<file path="src/rtc_pkg.sv">
// Shared constants and types for the real-time clock block
package rtc_pkg;
  // ****************************************************************
  // Register map
  // ****************************************************************
  localparam int ADDR_W = 8;
  localparam logic [7:0] OFS_CLOCK_CONTROL = 8'h00;
  localparam logic [7:0] OFS_ALARM_CONTROL = 8'h04;
  localparam logic [7:0] OFS_TIME_VALUE = 8'h08;
  localparam logic [7:0] OFS_DATE_VALUE = 8'h0c;
  localparam logic [7:0] OFS_ALARM_TIME = 8'h10;
  localparam logic [7:0] OFS_ALARM_DATE = 8'h14;
  localparam logic [7:0] OFS_UNLOCK = 8'h18;
  // ****************************************************************
  // Field positions
  // ****************************************************************
  localparam int CAL_LSB = 16;
  localparam int CAL_W = 10;
  localparam int ON_BIT = 15;
  localparam int STOP_IN_IDLE_BIT = 13;
  localparam int SEL_BIT = 7;
  localparam int OSC_BIT = 6;
  localparam int WREN_BIT = 3;
  localparam int VSYNC_BIT = 2;
  localparam int HALF_BIT = 1;
  localparam int OE_BIT = 0;
  localparam int AEN_BIT = 15;
  localparam int CHIME_BIT = 14;
  localparam int PIV_BIT = 13;
  localparam int ASYNC_BIT = 12;
  localparam int MASK_LSB = 8;
  localparam int MASK_W = 4;
  localparam int COUNT_W = 8;
  localparam logic [31:0] TIME_MASK = 32'h3f7f7f00;
  localparam logic [31:0] DATE_MASK = 32'hff1f3f07;
  localparam logic [31:0] ALARM_DATE_MASK = 32'h001f3f07;
  localparam logic [31:0] SEC_UNIT_MASK = 32'h00000f00;
  localparam logic [31:0] SEC_MASK = 32'h00007f00;
  localparam logic [31:0] MIN_UNIT_MASK = 32'h000f7f00;
  localparam logic [31:0] MIN_MASK = 32'h007f7f00;
  localparam logic [31:0] WDAY_MASK = 32'h00000007;
  localparam logic [31:0] DAY_MASK = 32'h00003f00;
  localparam logic [31:0] MONTH_DAY_MASK = 32'h001f3f00;
  // ****************************************************************
  // Reset values and unlock keys
  // ****************************************************************
  localparam logic [31:0] TIME_RESET = 32'h00000000;
  localparam logic [31:0] DATE_RESET = 32'h00010106;
  localparam logic [31:0] KEY_FIRST = 32'haa996655;
  localparam logic [31:0] KEY_SECOND = 32'h556699aa;
  // ****************************************************************
  // Calendar limits in BCD
  // ****************************************************************
  localparam logic [7:0] LAST_SEC = 8'h59;
  localparam logic [7:0] LAST_MIN = 8'h59;
  localparam logic [7:0] LAST_HOUR = 8'h23;
  localparam logic [7:0] LAST_MONTH = 8'h12;
  localparam logic [7:0] LAST_YEAR = 8'h99;
  localparam logic [7:0] FIRST_DAY = 8'h01;
  localparam logic [2:0] LAST_WDAY = 3'h6;
  // ****************************************************************
  // Timing
  // ****************************************************************
  localparam int TICKS_PER_SEC = 32768;
  localparam int PRESC_W = 15;
  localparam int SYNC_WINDOW = 32;
  localparam logic [14:0] VSYNC_START = 15'(TICKS_PER_SEC - SYNC_WINDOW);
  localparam logic [13:0] ASYNC_START =
    14'(TICKS_PER_SEC / 2 - SYNC_WINDOW);
  localparam int CLK_PERIOD_NS = 100;
  localparam int OSC_TIMEOUT_NS = 100000;
  localparam int OSC_TIMEOUT_CYCLES =
    (OSC_TIMEOUT_NS + CLK_PERIOD_NS - 1) / CLK_PERIOD_NS;
  localparam int OSC_CNT_W = 11;
  // ****************************************************************
  // Types
  // ****************************************************************
  typedef enum logic [3:0] {
    EVERY_HALF = 4'b0000, EVERY_SECOND = 4'b0001, EVERY_TEN_SEC = 4'b0010,
    EVERY_MINUTE = 4'b0011, EVERY_TEN_MIN = 4'b0100, EVERY_HOUR = 4'b0101,
    EVERY_DAY = 4'b0110, EVERY_WEEK = 4'b0111, EVERY_MONTH = 4'b1000,
    EVERY_YEAR = 4'b1001
  } interval_t;
  typedef enum logic [1:0] {
    UNLOCK_IDLE = 2'b00, UNLOCK_HALF = 2'b01, UNLOCK_OPEN = 2'b10
  } unlock_t;
endpackage

</file>
<file path="src/rtc_osc_monitor.sv">
// Crystal input synchroniser, edge detector and running monitor
`timescale 1ns/1ps
`default_nettype none
module rtc_osc_monitor #(
  parameter int TIMEOUT = rtc_pkg::OSC_TIMEOUT_CYCLES
) (
  input wire logic pclk,
  input wire logic presetn,
  input wire logic xtal_in,
  output logic rtc_tick,
  output logic running
);
  import rtc_pkg::*;
  localparam logic [OSC_CNT_W-1:0] LIMIT = OSC_CNT_W'(TIMEOUT);
  typedef struct packed {
    logic meta;
    logic stable;
    logic prev;
    logic tick;
    logic running;
    logic [OSC_CNT_W-1:0] idle;
  } osc_state_t;
  osc_state_t state;
  osc_state_t next_state;

  always_comb begin
    next_state = state;
    next_state.meta = xtal_in;
    next_state.stable = state.meta;
    next_state.prev = state.stable;
    next_state.tick = state.stable & ~state.prev;
    if (next_state.tick) begin
      next_state.idle = '0;
    end else if (state.idle != LIMIT) begin
      next_state.idle = state.idle + 1'b1;
    end
    next_state.running = (state.idle != LIMIT);
  end

  always_ff @(posedge pclk or negedge presetn) begin
    if (!presetn) begin
      state <= '0;
    end else begin
      state <= next_state;
    end
  end

  assign rtc_tick = state.tick;
  assign running = state.running;
endmodule
`default_nettype wire

</file>
<file path="src/rtc_calendar.sv">
// Time and date counters held in packed BCD register layout
`timescale 1ns/1ps
`default_nettype none
module rtc_calendar (
  input wire logic pclk,
  input wire logic presetn,
  input wire logic sec_tick,
  input wire logic time_wr,
  input wire logic date_wr,
  input wire logic [31:0] wdata,
  output logic [31:0] time_word,
  output logic [31:0] date_word
);
  import rtc_pkg::*;
  typedef struct packed {
    logic [31:0] time_v;
    logic [31:0] date_v;
  } cal_state_t;
  cal_state_t state;
  cal_state_t next_state;
  logic [7:0] sec, minute, hour, day, month, year;
  logic [2:0] wday;

  function automatic logic [7:0] bcd_inc(input logic [7:0] v);
    if (v[3:0] == 4'h9) begin
      return {v[7:4] + 4'h1, 4'h0};
    end
    return v + 8'h01;
  endfunction

  // Leap test on a BCD year: tens odd needs 2 or 6, tens even 0, 4 or 8
  function automatic logic [7:0] last_day(input logic [7:0] m,
                                          input logic [7:0] y);
    logic leap;
    leap = y[4] ? (y[3:0] == 4'h2 || y[3:0] == 4'h6) :
                  (y[3:0] == 4'h0 || y[3:0] == 4'h4 || y[3:0] == 4'h8);
    case (m)
      8'h02: last_day = leap ? 8'h29 : 8'h28;
      8'h04, 8'h06, 8'h09, 8'h11: last_day = 8'h30;
      default: last_day = 8'h31;
    endcase
  endfunction

  always_comb begin
    next_state = state;
    sec = {1'b0, state.time_v[14:8]};
    minute = {1'b0, state.time_v[22:16]};
    hour = {2'b00, state.time_v[29:24]};
    day = {2'b00, state.date_v[13:8]};
    month = {3'b000, state.date_v[20:16]};
    year = state.date_v[31:24];
    wday = state.date_v[2:0];
    if (sec_tick) begin
      if (sec == LAST_SEC) begin
        sec = 8'h00;
        if (minute == LAST_MIN) begin
          minute = 8'h00;
          if (hour == LAST_HOUR) begin
            hour = 8'h00;
            wday = (wday == LAST_WDAY) ? 3'h0 : wday + 3'h1;
            if (day == last_day(month, year)) begin
              day = FIRST_DAY;
              if (month == LAST_MONTH) begin
                month = FIRST_DAY;
                year = (year == LAST_YEAR) ? 8'h00 : bcd_inc(year);
              end else begin
                month = bcd_inc(month);
              end
            end else begin
              day = bcd_inc(day);
            end
          end else begin
            hour = bcd_inc(hour);
          end
        end else begin
          minute = bcd_inc(minute);
        end
      end else begin
        sec = bcd_inc(sec);
      end
      next_state.time_v = {2'b00, hour[5:0], 1'b0, minute[6:0], 1'b0,
                           sec[6:0], 8'h00};
      next_state.date_v = {year, 3'b000, month[4:0], 2'b00, day[5:0],
                           5'b00000, wday};
    end
    if (time_wr) begin
      next_state.time_v = wdata & TIME_MASK;
    end
    if (date_wr) begin
      next_state.date_v = wdata & DATE_MASK;
    end
  end

  always_ff @(posedge pclk or negedge presetn) begin
    if (!presetn) begin
      state <= {TIME_RESET, DATE_RESET};
    end else begin
      state <= next_state;
    end
  end

  assign time_word = state.time_v;
  assign date_word = state.date_v;
endmodule
`default_nettype wire

</file>
<file path="src/rtc_calendar_alarm_control.sv">
// Clock and calendar control, calibration, alarm and APB register file
//
// Notes on behaviour
// - Time kept as 24-hour BCD; day, date, month, year calendar.
// - Years 2000 to 2099 with automatic leap-year day count.
// - Time advances on crystal ticks, apart from bus clock.
// - Signed 10-bit calibration adds or removes ticks once a minute.
// - Module enable bit writable only while value writes are enabled.
// - Stop-in-idle freezes bus-side logic in idle; else runs on.
// - Pin shows seconds clock or alarm pulse; driven only when enabled.
// - Status bit shows whether the crystal clock is running.
// - Value write enable gates time and date writes; needs unlock.
// - Read sync flag high when a rollover ripple may hit reads.
// - Half-second flag shows second half; seconds write clears it.
// - Interval select codes from half-second up to yearly.
// - Yearly alarm on February 29 fires only in leap years.
// - Alarm enable clears itself at last event without chime.
// - With chime the repeat count wraps to all ones; else stops.
// - Pulse level writable while alarm off, reads pulse while on.
// - Alarm sync flag high within 32 ticks of half-second rollover.
// - Repeat count decrements each event; N gives N+1 alarms.
// - Seconds, minutes, hours kept as tens and units BCD digits.
`timescale 1ns/1ps
`default_nettype none
module rtc_calendar_alarm_control #(
  parameter int OSC_TIMEOUT = rtc_pkg::OSC_TIMEOUT_CYCLES
) (
  input wire logic pclk,
  input wire logic presetn,
  input wire logic psel,
  input wire logic penable,
  input wire logic pwrite,
  input wire logic [rtc_pkg::ADDR_W-1:0] paddr,
  input wire logic [31:0] pwdata,
  output logic [31:0] prdata,
  output logic pready,
  output logic pslverr,
  input wire logic xtal_in,
  input wire logic idle_mode,
  output logic pin_out,
  output logic pin_oe
);
  import rtc_pkg::*;

  // ****************************************************************
  // State
  // ****************************************************************
  typedef struct packed {
    logic [CAL_W-1:0] cal;
    logic on;
    logic stop_in_idle;
    logic sel;
    logic wren;
    logic oe;
    unlock_t unlock;
    logic [PRESC_W-1:0] presc;
    logic [CAL_W:0] cal_left;
    logic sec_tick;
    logic half_tick;
    logic cmp_sec;
    logic cmp_half;
    logic aen;
    logic chime;
    logic pulse;
    interval_t mask;
    logic [COUNT_W-1:0] count;
    logic [31:0] alarm_time;
    logic [31:0] alarm_date;
    logic vsync;
    logic async_flag;
    logic osc;
    logic [31:0] prdata;
    logic pready;
    logic pslverr;
    logic pin_out;
    logic pin_oe;
  } ctrl_state_t;

  ctrl_state_t state;
  ctrl_state_t next_state;
  logic rtc_tick;
  logic osc_running;
  logic [31:0] time_word;
  logic [31:0] date_word;
  logic bus_gated;
  logic access_done;
  logic bus_write;
  logic time_wr;
  logic date_wr;
  logic [1:0] step;
  logic [PRESC_W:0] sum;
  logic half_evt;
  logic sec_evt;
  logic hit;
  logic [31:0] rd;
  unlock_t key_next;

  // ****************************************************************
  // Helpers
  // ****************************************************************
  function automatic logic is_mapped(input logic [ADDR_W-1:0] a);
    case (a)
      OFS_CLOCK_CONTROL, OFS_ALARM_CONTROL, OFS_TIME_VALUE,
      OFS_DATE_VALUE, OFS_ALARM_TIME, OFS_ALARM_DATE,
      OFS_UNLOCK: is_mapped = 1'b1;
      default: is_mapped = 1'b0;
    endcase
  endfunction

  function automatic logic same(input logic [31:0] a,
                                input logic [31:0] b,
                                input logic [31:0] m);
    return ((a ^ b) & m) == 32'h00000000;
  endfunction

  // ****************************************************************
  // Submodules
  // ****************************************************************
  rtc_osc_monitor #(
    .TIMEOUT(OSC_TIMEOUT)
  ) u_osc (
    .pclk(pclk),
    .presetn(presetn),
    .xtal_in(xtal_in),
    .rtc_tick(rtc_tick),
    .running(osc_running)
  );

  rtc_calendar u_cal (
    .pclk(pclk),
    .presetn(presetn),
    .sec_tick(state.sec_tick),
    .time_wr(time_wr),
    .date_wr(date_wr),
    .wdata(pwdata),
    .time_word(time_word),
    .date_word(date_word)
  );

  // ****************************************************************
  // Bus decode
  // ****************************************************************
  assign bus_gated = state.stop_in_idle & idle_mode;
  assign access_done = psel & penable & state.pready;
  assign bus_write = access_done & pwrite & ~bus_gated;
  assign time_wr = bus_write & (paddr == OFS_TIME_VALUE) & state.wren;
  assign date_wr = bus_write & (paddr == OFS_DATE_VALUE) & state.wren;

  // ****************************************************************
  // Next state
  // ****************************************************************
  always_comb begin
    next_state = state;
    step = 2'h1;
    sum = '0;
    half_evt = 1'b0;
    sec_evt = 1'b0;
    hit = 1'b0;
    rd = 32'h00000000;
    key_next = (pwdata == KEY_FIRST) ? UNLOCK_HALF : UNLOCK_IDLE;

    // Prescaler with calibration spread one tick at a time
    if (state.on && rtc_tick) begin
      if (state.cal_left[CAL_W]) begin
        step = 2'h0;
        next_state.cal_left = state.cal_left + 1'b1;
      end else if (state.cal_left != '0) begin
        step = 2'h2;
        next_state.cal_left = state.cal_left - 1'b1;
      end
      sum = {1'b0, state.presc} + {{(PRESC_W - 1){1'b0}}, step};
      half_evt = sum[PRESC_W-1] ^ state.presc[PRESC_W-1];
      sec_evt = sum[PRESC_W];
      next_state.presc = sum[PRESC_W-1:0];
      if (sec_evt && time_word[14:8] == LAST_SEC[6:0]) begin
        next_state.cal_left = {state.cal[CAL_W-1], state.cal};
      end
    end
    next_state.sec_tick = sec_evt;
    next_state.half_tick = half_evt;
    next_state.cmp_sec = state.sec_tick;
    next_state.cmp_half = state.half_tick;

    // Alarm match, evaluated after the calendar has moved
    case (state.mask)
      EVERY_HALF: begin
        hit = state.cmp_half;
      end
      EVERY_SECOND: begin
        hit = state.cmp_sec;
      end
      EVERY_TEN_SEC: begin
        hit = state.cmp_sec & same(time_word, state.alarm_time,
                                   SEC_UNIT_MASK);
      end
      EVERY_MINUTE: begin
        hit = state.cmp_sec & same(time_word, state.alarm_time, SEC_MASK);
      end
      EVERY_TEN_MIN: begin
        hit = state.cmp_sec & same(time_word, state.alarm_time,
                                   MIN_UNIT_MASK);
      end
      EVERY_HOUR: begin
        hit = state.cmp_sec & same(time_word, state.alarm_time, MIN_MASK);
      end
      EVERY_DAY: begin
        hit = state.cmp_sec & same(time_word, state.alarm_time, TIME_MASK);
      end
      EVERY_WEEK: begin
        hit = state.cmp_sec & same(time_word, state.alarm_time, TIME_MASK) &
              same(date_word, state.alarm_date, WDAY_MASK);
      end
      EVERY_MONTH: begin
        hit = state.cmp_sec & same(time_word, state.alarm_time, TIME_MASK) &
              same(date_word, state.alarm_date, DAY_MASK);
      end
      EVERY_YEAR: begin
        // February 29 only exists in leap years
        hit = state.cmp_sec & same(time_word, state.alarm_time, TIME_MASK) &
              same(date_word, state.alarm_date, MONTH_DAY_MASK);
      end
      default: begin
        hit = 1'b0;
      end
    endcase

    if (state.aen && hit) begin
      next_state.pulse = ~state.pulse;
      if (state.count == '0) begin
        if (state.chime) begin
          next_state.count = '1;
        end else begin
          next_state.aen = 1'b0;
        end
      end else begin
        next_state.count = state.count - 1'b1;
      end
    end

    // Crystal-side status captured for reading
    if (!bus_gated) begin
      next_state.vsync = state.on & (state.presc >= VSYNC_START);
      next_state.async_flag = state.on &
        (state.presc[PRESC_W-2:0] >= ASYNC_START);
      next_state.osc = osc_running;
    end

    // Register writes
    if (time_wr) begin
      next_state.presc = '0;
    end
    if (bus_write) begin
      case (paddr)
        OFS_CLOCK_CONTROL: begin
          next_state.cal = pwdata[CAL_LSB +: CAL_W];
          next_state.stop_in_idle = pwdata[STOP_IN_IDLE_BIT];
          next_state.sel = pwdata[SEL_BIT];
          next_state.oe = pwdata[OE_BIT];
          if (state.wren) begin
            next_state.on = pwdata[ON_BIT];
          end
          if (!pwdata[WREN_BIT]) begin
            next_state.wren = 1'b0;
          end else if (state.unlock == UNLOCK_OPEN) begin
            next_state.wren = 1'b1;
          end
          next_state.unlock = UNLOCK_IDLE;
        end
        OFS_ALARM_CONTROL: begin
          next_state.aen = pwdata[AEN_BIT];
          next_state.chime = pwdata[CHIME_BIT];
          next_state.mask = interval_t'(pwdata[MASK_LSB +: MASK_W]);
          next_state.count = pwdata[COUNT_W-1:0];
          if (!state.aen) begin
            next_state.pulse = pwdata[PIV_BIT];
          end
        end
        OFS_ALARM_TIME: begin
          next_state.alarm_time = pwdata & TIME_MASK;
        end
        OFS_ALARM_DATE: begin
          next_state.alarm_date = pwdata & ALARM_DATE_MASK;
        end
        OFS_UNLOCK: begin
          case (state.unlock)
            UNLOCK_HALF: begin
              next_state.unlock = (pwdata == KEY_SECOND) ? UNLOCK_OPEN :
                                  key_next;
            end
            default: begin
              next_state.unlock = key_next;
            end
          endcase
        end
        default: begin
          next_state.unlock = state.unlock;
        end
      endcase
    end

    // Read data captured in the setup cycle
    next_state.pready = psel & ~penable;
    next_state.pslverr = psel & ~penable & ~is_mapped(paddr);
    if (psel && !penable) begin
      case (paddr)
        OFS_CLOCK_CONTROL: begin
          rd[CAL_LSB +: CAL_W] = state.cal;
          rd[ON_BIT] = state.on;
          rd[STOP_IN_IDLE_BIT] = state.stop_in_idle;
          rd[SEL_BIT] = state.sel;
          rd[OSC_BIT] = state.osc;
          rd[WREN_BIT] = state.wren;
          rd[VSYNC_BIT] = state.vsync & state.on;
          rd[HALF_BIT] = state.presc[PRESC_W-1];
          rd[OE_BIT] = state.oe;
        end
        OFS_ALARM_CONTROL: begin
          rd[AEN_BIT] = state.aen;
          rd[CHIME_BIT] = state.chime;
          rd[PIV_BIT] = state.pulse;
          rd[ASYNC_BIT] = state.async_flag;
          rd[MASK_LSB +: MASK_W] = state.mask;
          rd[COUNT_W-1:0] = state.count;
        end
        OFS_TIME_VALUE: begin
          rd = time_word;
        end
        OFS_DATE_VALUE: begin
          rd = date_word;
        end
        OFS_ALARM_TIME: begin
          rd = state.alarm_time;
        end
        OFS_ALARM_DATE: begin
          rd = state.alarm_date;
        end
        default: begin
          rd = 32'h00000000;
        end
      endcase
      next_state.prdata = rd;
    end

    // Output pin
    next_state.pin_oe = state.oe & state.on;
    next_state.pin_out = state.oe & state.on &
      (state.sel ? state.presc[PRESC_W-1] : state.pulse);
  end

  // ****************************************************************
  // Registers
  // ****************************************************************
  always_ff @(posedge pclk or negedge presetn) begin
    if (!presetn) begin
      state <= '0;
    end else begin
      state <= next_state;
    end
  end

  assign prdata = state.prdata;
  assign pready = state.pready;
  assign pslverr = state.pslverr;
  assign pin_out = state.pin_out;
  assign pin_oe = state.pin_oe;
endmodule
`default_nettype wire

</file>
<file path="config.mk">
export PLATFORM = sky130hd
export DESIGN_NAME = rtc_calendar_alarm_control
export DESIGN_NICKNAME = d
export VERILOG_FILES = /design/src/rtc_pkg.sv /design/src/rtc_osc_monitor.sv /design/src/rtc_calendar.sv /design/src/rtc_calendar_alarm_control.sv
export SDC_FILE = /design/constraint.sdc
export NUM_CORES = 1
export LEC_CHECK = 0
export BUFFER_PORTS_ARGS = -buffer_cell sky130_fd_sc_hd__buf_2
export CELL_PAD_IN_SITES_DETAIL_PLACEMENT = 0
export CELL_PAD_IN_SITES_GLOBAL_PLACEMENT = 1
export CORE_UTILIZATION = 25
export CTS_CLUSTER_SIZE = 28
export DETAILED_ROUTE_END_ITERATION = 7
export PLACE_DENSITY = 0.51
export SYNTH_ARGS = -nofsm -noshare
export SYNTH_HDL_FRONTEND = slang
export SYNTH_HIERARCHICAL = 1
export SYNTH_SLANG_ARGS = --single-unit
</file>
<file path="constraint.sdc">
create_clock -name pclk -period 3 [get_ports pclk]
set_input_delay 0.75 -clock pclk [delete_from_list [all_inputs] [get_ports pclk]]
set_output_delay 0.75 -clock pclk [all_outputs]
set_load 0.05 [all_outputs]
</file>
# --- Word level (Yosys, flattened, before mapping) ---
# Cells that the tools add are included.
totals:
  regBits: 215
  input_bits: 47
  wordCells: 308
op_classes:
  n_addsub: 18
  n_lt_le_gt_ge: 2
  eq_ne: 43
  muxes: 121
  bitwise: 33
  n_reduce_logical: 49
op_table:
  columns: ["cell", "n"]
  rows:
  - ["$logic_not 32->1", 8]
  - ["$mux 8", 15]
  - ["$mux 79", 1]
  - ["$mux 6", 11]
  - ["$mux 32", 2]
  - ["$mux 64", 1]
  - ["$mux 11", 5]
  - ["$pmux 10 s5", 1]
  - ["$mux 7", 7]
  - ["$mux 1", 46]
  - ["$eq 4x4->1 const B", 9]
  - ["$mux 5", 7]
  - ["$eq 32x31->1 const B", 1]
  - ["$eq 32x32->1 const B", 1]
  - ["$mux 15", 2]
  - ["$mux 30", 1]
  - ["$xor 30x30->30", 1]
  - ["$mux 26", 1]
  - ["$and 1x1->1", 25]
  - ["$pmux 5 s5", 1]
  - ["$eq 4x3->1 const B", 6]
  - ["$eq 8x5->1 const B", 3]
  - ["$reduce_bool 2->1", 12]
  - ["$add 11x1->11 const B", 2]
  - ["other kinds (59)", 97]

# --- Logic depth before layout (Yosys ltp) ---
depth:
  word_depth: 25
  depth_mapped: 16
  depth_no_buf: 16

# --- Cells and area by module ---
# The synthesis kept the hierarchy.
modules_own_cells:
  columns: ["mod", "n_inst", "cells_per_inst", "area_each_um2", "seq_area_each_um2"]
  rows:
  - ["rtc_calendar_alarm_control", 1, 797, 7817.5, 3378.2]
  - ["rtc_calendar", 1, 410, 3284.4, 1056.0]
  - ["rtc_osc_monitor", 1, 67, 735.7, 400.4]

# --- Worst setup path before layout ---
# Ideal clock, no wire load.
synth_timing:
  path_type: "flip-flop to flip-flop"
  startpoint: "reg state[125] in the netlist's numbering"
  endpoint: "reg state[129] in the netlist's numbering"
  t_arrival_ps: 3165
  setup_slack_ps: -292
  stages_incl_launch_ff: 15
  n_path_buf: 1
  path_cell_list: "dfrtp_1 -> or3_4 -> nor4_2 -> nand2_1 -> nand2b_1 -> inv_1 -> ha_1 -> a21oi_1 -> nor2b_1 -> nand2_1 -> nor4_1 -> clkbuf_1 -> nor2_1 -> a21oi_1 -> o21ai_1"
synth_via:
  elab_chain_cells: 8
  elab_cells_between_ends: 13
  cone_classes: "3 x add/sub; 6 x mux; 4 x reduce/logical"
synth_lines:
  columns: ["item", "line", "text"]
  rows:
  - ["from (decl)", "rtc_calendar_alarm_control.sv:79", "ctrl_state_t state;"]
  - ["from (signal assigned)", "rtc_calendar_alarm_control.sv:357", "state <= next_state;"]
  - ["$reduce_bool 11->1", "rtc_calendar_alarm_control.sv:167", "end else if (state.cal_left != '0) begin"]
  - ["$mux 2", "rtc_calendar_alarm_control.sv:167", null]
  - ["$mux 2", "rtc_calendar_alarm_control.sv:164", "if (state.cal_left[CAL_W]) begin"]
  - ["$mux 2", "rtc_calendar_alarm_control.sv:163", "if (state.on && rtc_tick) begin"]
  - ["$add 15x2->16", "rtc_calendar_alarm_control.sv:171", "sum = {1'b0, state.presc} + {{(PRESC_W - 1){1'b0}}, step};"]
  - ["$logic_and 1x1->1", "rtc_calendar_alarm_control.sv:175", "if (sec_evt && time_word[14:8] == LAST_SEC[6:0]) begin"]
  - ["$reduce_bool 3->1 (no source line)", null, null]
  - ["$reduce_and 2->1 (no source line)", null, null]
# Parallel ways exist; a longest one is shown, timed or not. The select of a mux whose other input is x is not followed.
# A chain may end at the register's enable or synchronous reset.

# --- Final worst setup path ---
layout_timing:
  startpoint: "reg state[124] in the netlist's numbering"
  endpoint: "reg state[130] in the netlist's numbering"
# The elaborated chain is that of the path after synthesis.

==> run metrics <==
status finished with violations; failing checks design-rule violations; VDD IR-drop max 0.0002793 V; detailed-route DRC error count 12; cts bufs inserted 17; area growth from synthesis to layout 18.45%; Initial Util 25.37%; die width 219.6 um; crit end category flip-flop; Post-Synthesis Cells between 1000 and 1500; Post-synth EDFFs 0; # hold bufs at CTS 0; fmax approximately 340 MHz; global-route wire length before repair 61020 um; final-stage net count 1448; routability cong. 0.7686; worst hold path type in -> async; dpl cell area 0.01328 mm^2; vias in the first global route 9735; Final Skew 9.832 ps; TritonRoute pass-1 iters 8; Max-Cap Viols 0; hold slack between 100 and 150 ps; clk root buf clkbuf_16; area of the die 0.04822 mm^2; clk buf depth 2; Finished Layout Cells 2004; Via density slightly below 5; top_reg_cell synth dfrtp_1; WL/cell between 15 and 20 um; power density over the cells 381.1 mW/mm^2; overflow left after global routing 0; kind of critical path reg -> reg; static leakage 0.006144 uW; final worst path period need 2961 ps; CTS tree done; H-tree depth 4; Slew HR 45.31%; Final ANT Viol Nets 0; Async SR Flop Fraction 100.0%; Worst Path Arrival about 3400 ps; core area 0.04665 mm^2; clock sink total between 150 and 200; gr usage total 16.87%; endpoints failing setup 0; CP startpoint kind flip-flop; Ant. Diodes 0; unique cell type count in the Yosys netlist slightly below 90; sequential area share after synthesis roughly two fifths; Req. time, crit path 3390 ps; initial antenna violation count 1; Yosys warning total 6; I/O pin count 83; Avg Cell Area, Syn roughly 9.3 um^2; final hold viol count 0; largest net degree at the start of global routing between 80 and 90; Port Buffer Count between 80 and 90; die height approximately 220 um; number of core rows 79; Worst Max-Slew Pin Slew 809.8 ps; post-DP HPWL a little under 30000 um; RSZ-0062 raised after global routing true; Inst Count DP between 1500 and 2000; CTS clk-pin slew, worst paths 70 ps; fin. max-slew vios 0; Clk Latency, worst-skew pair about 460 ps; final WL between 30000 and 40000 um; Finished Cell Area 0.01402 mm^2; CP max FO 7; vias just under 10000; Tcrit/Tclk final 98.71%; synthesized flop and latch total 193; DRT iter0 DRCs 705; Netlist Area Pre-Place 0.01184 mm^2; layout cells sized above 1 21.90%
## state kept, by name, indices dropped and copies added (netlist names)
register,count
u_cal/time_word,20
pslverr,1
u_osc/state,12
next_state,2
u_cal/date_word,22
pin_oe,1
pready,1
prdata,32
u_osc/rtc_tick,1
state,97
pin_out,1
u_osc/next_state,2
u_osc/running,1
## metrics by stage
step / TNS (ps) / power, uW / setup WS (ps) / util (%)
2_1_floorplan: 0 / 2877 / 31.04 / -
3_3_place_gp: -1282 / 3056 / -127.4 / 28.47
3_5_place_dp: -1950 / 3061 / -129.6 / 28.47
4_1_cts: 0 / 5433 / 0.3655 / 29.80
5_1_grt: -627.6 / 5542 / -113.5 / 30.06
6_report: 0 / 5344 / 38.61 / 30.06
## metal layers
layer	vias up	routed length, um	track usage (%)
met5	-	13	0
met1	4947	19500	24.10
met2	158	18150	26.21
met4	2	763	5.310
met3	36	1112	2.208
li1	4765	-	-
## Yosys cell counts, types with 9 or more instances
cell type	n	area share, %
dfrtp_1	189	40
nand2_1	174	5.5
nor2_1	67	2.1
a21oi_1	65	2.7
o21ai_0	65	2.7
buf_4	56	3.6
clkbuf_1	51	1.6
nand3_1	36	1.5
mux2_1	33	3.1
o21ai_1	33	1.4
xnor2_1	33	2.4
inv_1	29	0.92
xor2_1	28	2.1
mux2_2	25	2.4
mux2i_1	24	2.0
nand4_1	21	1.1
nor3_1	20	0.85
o31ai_1	19	1.2
ha_1	16	1.7
a31oi_1	15	0.79
nor2b_1	15	0.79
a22oi_1	14	0.89
nand2b_1	14	0.74
a221oi_1	13	0.96
and3_1	13	0.69
nor4bb_1	12	1.0
buf_2	11	0.47
or3_1	10	0.53
o211ai_1	9	0.57
## cell usage in the layout (no fill, tap or decap), drive strengths merged, types with 7 or more instances in the layout
cell    instances
and2            9
inv            30
nor4bb         12
clkbuf         24
a31oi          15
nor2           67
nand3          36
buf           193
nor4b           7
nor4           13
a21oi          65
nor2b          15
or3            15
o31ai          19
mux2i          24
ha             16
nand2b         14
mux2           58
dfrtp         189
a221oi         13
nand4          23
or4             9
nor3b           9
a22oi          14
conb           22
o211ai          9
o21ai          98
mux4            8
nor3           24
xnor2          33
and3           13
nand2         175
a21o            8
xor2           28
## area by class of cell
class	count	area, um^2
Fill cell	4966	32630
Inverter	30	115.1
Multi-Input combinational cell	948	6409
Clock buffer	23	457.9
Tap cell	607	759.5
Timing Repair Buffer	194	1334
Clock inverter	9	112.6
Sequential cell	193	4835
## worst paths after layout
| kind | from | endpoint | slack [ps] | depth (start not counted) |
|---|---|---|---|---|
| min | presetn | state[108] | 120 | 1 |
| min in group pclk | u_osc/next_state[14] | u_osc/next_state[13] | 350 | 0 |
| max reg2reg | state[124] | state[130] | 40 | 15 |
| min reg2reg | u_osc/next_state[14] | u_osc/next_state[13] | 350 | 0 |
| max | state[124] | state[130] | 40 | 15 |
| max in group asynchronous | presetn | state[125] | 2080 | 2 |
## critical path, cell delays in order (launching register included)
cell      delay [ps]
dfrtp_1          380
or3_4            420
nor4_4           170
nand2_2          150
nand2b_4         110
inv_4             40
ha_4             260
a21oi_4           50
nor2b_4          120
nand2_2           70
or4_4            560
a21oi_4          190
buf_12           140
buf_8            110
nor2_2            30
a21oi_1          100
## what timing repair did
item                       CTS  global route
gates cloned                 0             0
setup endpoints to repair    6            13
gates resized for setup      7            18
buffers inserted             2             6
pin swaps                    4            10
## power breakdown
part           switching [uW]  leakage [uW]  total [uW]  internal (uW)
clock network            1090      0.000264        2340           1250
logic                     225       0.00351         331            106
registers                38.7       0.00237        2670           2630
## logic make-up (layout without fill, tap and decap cells)
family	count (synthesis)	in the layout	synth area share, %
AO/OA/AOI/OAI	295	295	15.69
XOR/XNOR	61	61	4.513
adder cells (fa/ha/maj)	17	17	1.860
buffers and inverters	154	256	6.923
flip-flops	193	193	40.84
multiplexers	90	90	9.069
other	1	22	0.03168
AND/OR/NAND/NOR	463	463	21.08
(Power assumes the default switching activity.)
